### src/verilog/supply_monitor_pkg.sv
// constants, field layouts and carriers of the supply monitor register bank
package supply_monitor_pkg;

  localparam int ADDR_W = 8;
  localparam int DATA_W = 32;

  // register indices; the byte address on the bus is four times the index
  localparam logic [5:0] IDX_THRESHOLD = 6'h01;
  localparam logic [5:0] IDX_MARGIN_CTRL = 6'h08;
  localparam logic [5:0] IDX_IRQ_CTRL = 6'h09;
  localparam logic [5:0] IDX_IRQ_FLAGS = 6'h0A;
  localparam logic [5:0] IDX_STATUS = 6'h0B;

  // field positions
  localparam int THRESHOLD_LSB = 0;
  localparam int MARGIN_LSB = 0;
  localparam int IRQ_EN_BIT = 0;
  localparam int EDGE_CFG_LSB = 1;
  localparam int IRQ_FLAG_BIT = 0;
  localparam int BELOW_BIT = 0;

  // reset values
  localparam logic [2:0] THRESHOLD_RST = 3'h0;
  localparam logic [1:0] MARGIN_RST = 2'h0;
  localparam logic [1:0] EDGE_CFG_RST = 2'h0;
  localparam logic IRQ_EN_RST = 1'b0;
  localparam logic IRQ_FLAG_RST = 1'b0;

  // threshold codes, lowest 1.8V to highest 4.30V
  localparam logic [2:0] brownout_threshold_code_lowest = 3'h0;
  localparam logic [2:0] brownout_threshold_code_highest = 3'h7;

  // margin codes above the brown-out level
  localparam logic [1:0] MARGIN_5PCT = 2'h0;
  localparam logic [1:0] MARGIN_15PCT = 2'h1;
  localparam logic [1:0] MARGIN_25PCT = 2'h2;

  // crossing selection codes
  localparam logic [1:0] EDGE_FALLING = 2'h0;
  localparam logic [1:0] EDGE_RISING = 2'h1;
  localparam logic [1:0] EDGE_EITHER = 2'h2;

  // settings handed to the analog comparators
  typedef struct packed {
    logic [2:0] brownout_threshold_sel;
    logic [1:0] monitor_margin_sel;
  } analog_cfg_t;

  // interrupt control register content
  typedef struct packed {
    logic [1:0] monitor_edge_cfg;
    logic monitor_irq_en;
  } irq_ctrl_t;

endpackage

### src/verilog/supply_monitor_regs.sv
// register bank and interrupt logic of the supply brown-out level monitor
//
// Function
// The threshold selector is three bits, codes 0x0 to 0x7 for levels 1.8V up to 4.30V.
// The threshold selector is loaded from the fuse field at reset, not from a constant; the code resets it to 0x0 and loads the fuse after release.
// A two-bit margin sets the monitor level 5%, 15% or 25% above the brown-out level.
// A two-bit crossing choice selects falling, rising or either crossing as the trigger.
// Bit 0 of the interrupt control register enables the monitor interrupt.
// Bit 0 of the flag register is set on every crossing that matches the choice; the code sets it only while the interrupt enable bit is set.
// The flag changes only while the brown-out detector is enabled.
// A read-only status bit reads 1 below the monitor level and 0 above it.
// Software ignores the status bit while the detector is disabled.
// The monitor stays inactive while the detector is off, whatever the enable bit.
// An interrupt request stands while enable and flag are both set, until the flag clears.
// Writing one to the flag bit clears it; writing zero leaves it.
`timescale 1ns/1ps

module supply_monitor_regs
  import supply_monitor_pkg::*;
(
  input wire logic clk_sys,
  input wire logic resetn,
  input wire logic psel,
  input wire logic penable,
  input wire logic pwrite,
  input wire logic [supply_monitor_pkg::ADDR_W-1:0] paddr,
  input wire logic [supply_monitor_pkg::DATA_W-1:0] pwdata,
  output logic [supply_monitor_pkg::DATA_W-1:0] prdata,
  output logic pready,
  output logic pslverr,
  input wire logic [2:0] brownout_config_fuse,
  input wire logic brownout_detector_en,
  input wire logic monitor_below_raw,
  output supply_monitor_pkg::analog_cfg_t analog_cfg,
  output logic monitor_irq
);

  logic [2:0] threshold_r;
  logic fuse_loaded_r;
  logic [1:0] margin_r;
  irq_ctrl_t irq_ctrl_r;
  logic flag_r;
  logic irq_r;
  logic [DATA_W-1:0] prdata_r;
  logic slverr_r;
  logic [1:0] async_lvl;
  logic [1:0] sync_s2;
  logic [1:0] sync_s3;
  logic below_s2_r;
  logic below_s3_r;
  logic below_r;
  logic det_s2_r;
  logic det_s3_r;
  logic det_r;
  logic below_change;
  logic crossing_hit;
  logic monitor_active;
  logic setup_phase;
  logic access_wr;
  logic flag_clear;

  function automatic logic reg_hit(input logic [ADDR_W-1:0] addr, input logic [5:0] idx);
    reg_hit = (addr[1:0] == 2'h0) && (addr[ADDR_W-1:2] == idx);
  endfunction

  function automatic logic reg_mapped(input logic [ADDR_W-1:0] addr);
    reg_mapped = reg_hit(addr, IDX_THRESHOLD) || reg_hit(addr, IDX_MARGIN_CTRL) ||
                 reg_hit(addr, IDX_IRQ_CTRL) || reg_hit(addr, IDX_IRQ_FLAGS) ||
                 reg_hit(addr, IDX_STATUS);
  endfunction

  assign setup_phase = psel && !penable;
  assign access_wr = psel && penable && pwrite && !slverr_r;
  // zero wait states: read data was latched in the setup cycle
  assign pready = psel && penable;
  assign pslverr = psel && penable && slverr_r;
  assign prdata = prdata_r;

  // the fuse level is not sampled under reset; it is caught on the first edge after release
  always_ff @(posedge clk_sys or negedge resetn) begin
    if (!resetn) begin
      threshold_r <= THRESHOLD_RST;
      fuse_loaded_r <= 1'b0;
    end else if (!fuse_loaded_r) begin
      threshold_r <= brownout_config_fuse;
      fuse_loaded_r <= 1'b1;
    end
  end

  always_ff @(posedge clk_sys or negedge resetn) begin
    if (!resetn) begin
      margin_r <= MARGIN_RST;
    end else if (access_wr && reg_hit(paddr, IDX_MARGIN_CTRL)) begin
      margin_r <= pwdata[MARGIN_LSB +: 2];
    end
  end

  always_ff @(posedge clk_sys or negedge resetn) begin
    if (!resetn) begin
      irq_ctrl_r.monitor_edge_cfg <= EDGE_CFG_RST;
      irq_ctrl_r.monitor_irq_en <= IRQ_EN_RST;
    end else if (access_wr && reg_hit(paddr, IDX_IRQ_CTRL)) begin
      irq_ctrl_r.monitor_edge_cfg <= pwdata[EDGE_CFG_LSB +: 2];
      irq_ctrl_r.monitor_irq_en <= pwdata[IRQ_EN_BIT];
    end
  end

  assign analog_cfg.brownout_threshold_sel = threshold_r;
  assign analog_cfg.monitor_margin_sel = margin_r;

  assign async_lvl = {brownout_detector_en, monitor_below_raw};

  // three-stage synchronisers; a change counts once stages two and three agree
  for (genvar g = 0; g < 2; g++) begin : g_sync
    logic s1_r;
    logic s2_r;
    logic s3_r;
    // only stage two reads stage one, so a metastable first stage never fans out
    always_ff @(posedge clk_sys or negedge resetn) begin
      if (!resetn) begin
        s1_r <= 1'b0;
        s2_r <= 1'b0;
        s3_r <= 1'b0;
      end else begin
        s1_r <= async_lvl[g];
        s2_r <= s1_r;
        s3_r <= s2_r;
      end
    end
    assign sync_s2[g] = s2_r;
    assign sync_s3[g] = s3_r;
  end

  assign below_s2_r = sync_s2[0];
  assign below_s3_r = sync_s3[0];
  assign det_s2_r = sync_s2[1];
  assign det_s3_r = sync_s3[1];

  assign below_change = (below_s2_r == below_s3_r) && (below_s3_r != below_r);

  always_ff @(posedge clk_sys or negedge resetn) begin
    if (!resetn) begin
      below_r <= 1'b0;
      det_r <= 1'b0;
    end else begin
      if (below_change) begin
        below_r <= below_s3_r;
      end
      if (det_s2_r == det_s3_r) begin
        det_r <= det_s3_r;
      end
    end
  end

  // the monitor runs only with the detector on and its enable set
  assign monitor_active = det_r && irq_ctrl_r.monitor_irq_en;

  always_comb begin
    crossing_hit = 1'b0;
    if (below_change && monitor_active) begin
      case (irq_ctrl_r.monitor_edge_cfg)
        EDGE_FALLING: crossing_hit = below_s3_r;
        EDGE_RISING: crossing_hit = !below_s3_r;
        EDGE_EITHER: crossing_hit = 1'b1;
        default: crossing_hit = 1'b0;
      endcase
    end
  end

  assign flag_clear = access_wr && reg_hit(paddr, IDX_IRQ_FLAGS) && pwdata[IRQ_FLAG_BIT];

  // a crossing in the clearing cycle wins, so no event is lost
  always_ff @(posedge clk_sys or negedge resetn) begin
    if (!resetn) begin
      flag_r <= IRQ_FLAG_RST;
    end else if (det_r) begin
      if (crossing_hit) begin
        flag_r <= 1'b1;
      end else if (flag_clear) begin
        flag_r <= 1'b0;
      end
    end
  end

  always_ff @(posedge clk_sys or negedge resetn) begin
    if (!resetn) begin
      irq_r <= 1'b0;
    end else begin
      irq_r <= irq_ctrl_r.monitor_irq_en && flag_r;
    end
  end

  assign monitor_irq = irq_r;

  // read data and error are latched in setup; reserved bits read zero
  always_ff @(posedge clk_sys or negedge resetn) begin
    if (!resetn) begin
      prdata_r <= '0;
      slverr_r <= 1'b0;
    end else if (setup_phase) begin
      slverr_r <= !reg_mapped(paddr);
      prdata_r <= '0;
      if (!pwrite) begin
        if (reg_hit(paddr, IDX_THRESHOLD)) begin
          prdata_r[THRESHOLD_LSB +: 3] <= threshold_r;
        end
        if (reg_hit(paddr, IDX_MARGIN_CTRL)) begin
          prdata_r[MARGIN_LSB +: 2] <= margin_r;
        end
        if (reg_hit(paddr, IDX_IRQ_CTRL)) begin
          prdata_r[EDGE_CFG_LSB +: 2] <= irq_ctrl_r.monitor_edge_cfg;
          prdata_r[IRQ_EN_BIT] <= irq_ctrl_r.monitor_irq_en;
        end
        if (reg_hit(paddr, IDX_IRQ_FLAGS)) begin
          prdata_r[IRQ_FLAG_BIT] <= flag_r;
        end
        if (reg_hit(paddr, IDX_STATUS)) begin
          // only meaningful while the detector is enabled
          prdata_r[BELOW_BIT] <= below_r;
        end
      end
    end
  end

endmodule // supply_monitor_regs

### config.mk
export PLATFORM = sky130hd
export DESIGN_NAME = supply_monitor_regs
export DESIGN_NICKNAME = d
export VERILOG_FILES = /design/src/verilog/supply_monitor_pkg.sv /design/src/verilog/supply_monitor_regs.sv
export SDC_FILE = /design/constraint.sdc
export NUM_CORES = 1
export LEC_CHECK = 0
export BUFFER_PORTS_ARGS = -buffer_cell sky130_fd_sc_hd__buf_2
export CAP_MARGIN = 20
export CORE_UTILIZATION = 42
export CTS_CLUSTER_SIZE = 20
export DETAILED_ROUTE_END_ITERATION = 8
export PLACE_DENSITY = 0.84
export SETUP_SLACK_MARGIN = 0.4
export SLEW_MARGIN = 20
export SYNTH_ARGS = -nofsm -noshare
export SYNTH_HDL_FRONTEND = slang
export SYNTH_SLANG_ARGS = --single-unit
### constraint.sdc
create_clock -name clk_sys -period 2.8 [get_ports clk_sys]
set_input_delay 0.14 -clock clk_sys [delete_from_list [all_inputs] [get_ports clk_sys]]
set_output_delay 0.14 -clock clk_sys [all_outputs]
set_load 0.02 [all_outputs]
==> impl_metrics.py <==
metrics = {
    "min_path": {
        "min-delay-start": "pwrite",
        "hold_depth": 2,
        "min_to": "prdata[0]",
        "hp-class": "primary input to flip-flop",
    },
    "die": {
        "dieArea_um2": 3056,
        "num_rows": 18,
        "coreArea_um2": 2590,
        "initial_core_util_pct": 46.04,
        "dieWidth_um": 55.28,
        "die_height_um": 55.28,
        "pin_count": 90,
    },
    "clock_network": {
        "cts_htree_levels": 1,
        "clock-sinks": 23,
        "postCtsResizedCells": 0,
        "numCtsBuffers": 3,
        "clkLatencyLatePin_ns": 0.31,
        "clk_pin_slew_ns": 0.12,
        "cts_setup_buffers": 0,
        "cts_max_path_buffers": 2,
        "hold_buffers": 3,
        "cts_tree": "yes",
        "cts-root-buf": "clkbuf_4",
    },
    "layout": {
        "fin_nets": 192,
        "n_antenna_cell": 0,
        "post-route-util_pct": 51.16,
        "final_area_um2": 1325,
        "drive_gt1_share_pct": 31.91,
        "syn2layout_area_growth_pct": 11.12,
        "finalNonFillerCells": 171,
    },
    "placement": {
        "place_area_um2": 1269,
        "placed_cells": 164,
        "gp_congestion": 0.7491,
        "place_ws_ns": 1.246,
        "port_buffers": 31,
    },
    "yosys": {
        "synth_area_um2": 1192,
        "yosysSeqAreaShare_pct": 48.27,
        "avgSynthCellArea_um2": 11.36,
        "synth_seq_cells": 23,
        "ys.warnings.count": 0,
        "synthCells": 105,
        "synth_cell_types": 35,
    },
    "power_and_ir_drop": {
        "ir_worst_vdd_v": 0.0003734,
        "p_per_area_nw_per_um2": 459.6,
        "fin_total_pwr_mw": 0.6090,
        "leakagePower_nw": 0.6895,
    },
    "detailed_routing": {
        "num_vias": 824,
        "remaining_drc_errors": 0,
        "wl_um": 1954,
        "antenna_left": 0,
        "drt_iter0_drc": 11,
        "vias_per_cell": 4.819,
        "firstDrtPassIters": 3,
        "wl_per_cell_um": 11.43,
    },
    "timing": {
        "layout_setup_ws_ns": 1.244,
        "rsz0062_at_grt": "false",
        "finalSetupViolations": 0,
        "fmax_mhz": 642.7,
        "slew_violations": 0,
        "hold_violations": 0,
        "finClkSkew_ns": 0.003297,
        "slew_headroom_pct": 66.56,
        "whs_ns": 0.04578,
        "post-route-period-util_pct": 55.57,
        "setup_tns_ns": 0,
        "period_minus_slack_ns": 1.556,
        "worst_pin_slew_ns": 0.5016,
    },
    "setup_path": {
        "path_class": "flip-flop to flip-flop",
        "rr_worst_depth": 4,
        "reg2reg_slack_ns": 1.24,
        "required_ns": 3.01,
        "critPathLaunchType": "flip-flop",
        "r2r-end": "irq_ctrl_r[0]",
        "critical_path_arrival_ns": 1.76,
        "critPathMaxFanout": 3,
        "worstReg2RegStart": "slverr_r",
        "end_kind": "flip-flop",
    },
    "global_route": {
        "grt_first_pass_wirelength_um": 3243,
        "grt_usage_pct": 13.62,
        "antenna_found_initial": 0,
        "grt_max_degree": 24,
        "grt-ovfl-total": 0,
        "grt_pass1_vias": 724,
    },
    "flow_run": {
        "drv_cap": 0,
    },
    "outcome": {
        "outcome": "completed",
    },
}
==> state kept, by name, indices dropped and copies added (netlist names), 2 cells and up <==
| signal | cells |
|---|---|
| g_sync.s1_r | 2 |
| irq_ctrl_r | 3 |
| threshold_r | 3 |
| prdata | 3 |
| margin_r | 2 |
==> how the worst max path moves through the flow <==
stage                     startpoint       endpoint  slack (ns)  depth (start not counted)
after detailed placement    slverr_r  irq_ctrl_r[2]        1.25                          4
after floorplan             slverr_r         flag_r        1.41                          4
after CTS                   slverr_r  irq_ctrl_r[0]        1.23                          4
after global placement      slverr_r  irq_ctrl_r[2]        1.26                          4
final                       slverr_r  irq_ctrl_r[0]        1.24                          4
after global routing        slverr_r  irq_ctrl_r[0]        1.12                          4
==> routing by layer <==
| metal | wire length (µm) | vias to the layer above | track usage [%] | part of all wire [%] |
|---|---|---|---|---|
| met5 | 0 | - | 0 | 0 |
| met4 | 53 | 0 | 7.500 | 2.7 |
| met3 | 176 | 8 | 4.215 | 9.0 |
| met2 | 927 | 57 | 21.00 | 47 |
| met1 | 796 | 379 | 16.97 | 41 |
| li1 | - | 380 | - | - |
==> cells in the final DEF, fill, tap and decap left out <==
cell type / n
and2_1: 2
a2bb2oi_1: 1
a22o_1: 1
o21ai_0: 3
inv_1: 3
or3_1: 1
a32o_1: 1
o32ai_1: 1
clkbuf_1: 1
conb_1: 30
a41oi_1: 1
nor2_1: 1
nand3b_1: 1
nand2b_1: 1
maj3_1: 1
buf_2: 31
mux2i_1: 4
nor4_1: 1
o41ai_1: 1
dfrtp_1: 23
and3_1: 1
nor3b_1: 1
a211oi_1: 1
a21oi_1: 1
or4_1: 1
nand2_1: 4
and4b_1: 1
clkbuf_4: 3
o21ai_1: 1
or2b_1: 1
nor4_4: 1
nand2_2: 1
nand4_1: 1
nor3_2: 1
dlygate4sd3_1: 3
nand3_1: 2
mux2_2: 8
==> worst max-delay path: stages, from the launching register on <==
cell,delay [ns]
dfrtp_1,0.41
and4b_1,0.24
nand4_1,0.16
nor2_1,0.26
mux2_2,0.37
==> cells in the mapped netlist <==
cell / n / share of area, %
or4_1: 1 / 0.63
nand4_1: 1 / 0.52
and4b_1: 1 / 0.84
a41oi_1: 1 / 0.73
inv_1: 3 / 0.94
nor2_1: 1 / 0.31
conb_1: 2 / 0.63
mux2i_1: 4 / 3.4
o32ai_1: 1 / 0.73
nand2_2: 1 / 0.52
o21ai_1: 1 / 0.42
a21oi_1: 1 / 0.42
maj3_1: 1 / 0.84
clkbuf_1: 1 / 0.31
nand2b_1: 1 / 0.52
nor4_1: 1 / 0.52
a32o_1: 1 / 0.84
and3_1: 1 / 0.52
a22o_1: 1 / 0.73
mux2_2: 8 / 7.6
a2bb2oi_1: 1 / 0.73
or3_1: 1 / 0.52
o41ai_1: 1 / 0.73
dfrtp_1: 23 / 48
nand3b_1: 1 / 0.63
nand2_1: 4 / 1.3
nor3_2: 1 / 0.84
and2_1: 2 / 1.0
a211oi_1: 1 / 0.63
nor3b_1: 1 / 0.63
o21ai_0: 3 / 1.3
nand3_1: 2 / 0.84
or2b_1: 1 / 0.63
nor4_4: 1 / 1.8
buf_4: 29 / 18
==> area by class of cell <==
type | count | area [µm²]
timing repair buffer | 34 | 185.2
multi-input combinational | 77 | 489.2
fill | 249 | 1265
tap | 30 | 37.54
sequential | 23 | 575.6
inverter | 3 | 11.26
clock buffer | 4 | 26.28
==> cell families (layout without fill, tap and decap cells) <==
logic type               Yosys count  in the layout  share of synthesized area, %
AO/OA/AOI/OAI                     12             12                         7.240
adder cells (fa/ha/maj)            1              1                        0.8395
buffers and inverters             33             41                         19.52
flip-flops                        23             23                         48.27
multiplexers                      12             12                         10.91
other                              2             30                        0.6298
AND/OR/NAND/NOR                   22             22                         12.59
==> power by group <==
| part | switching (mW) | total, mW | internal (mW) |
|---|---|---|---|
| registers | 0.0104 | 0.355 | 0.345 |
| logic | 0.0708 | 0.101 | 0.0304 |
| clock network | 0.0967 | 0.152 | 0.0557 |
| total | 0.178 | 0.609 | 0.431 |
(Power assumes the default switching activity.)
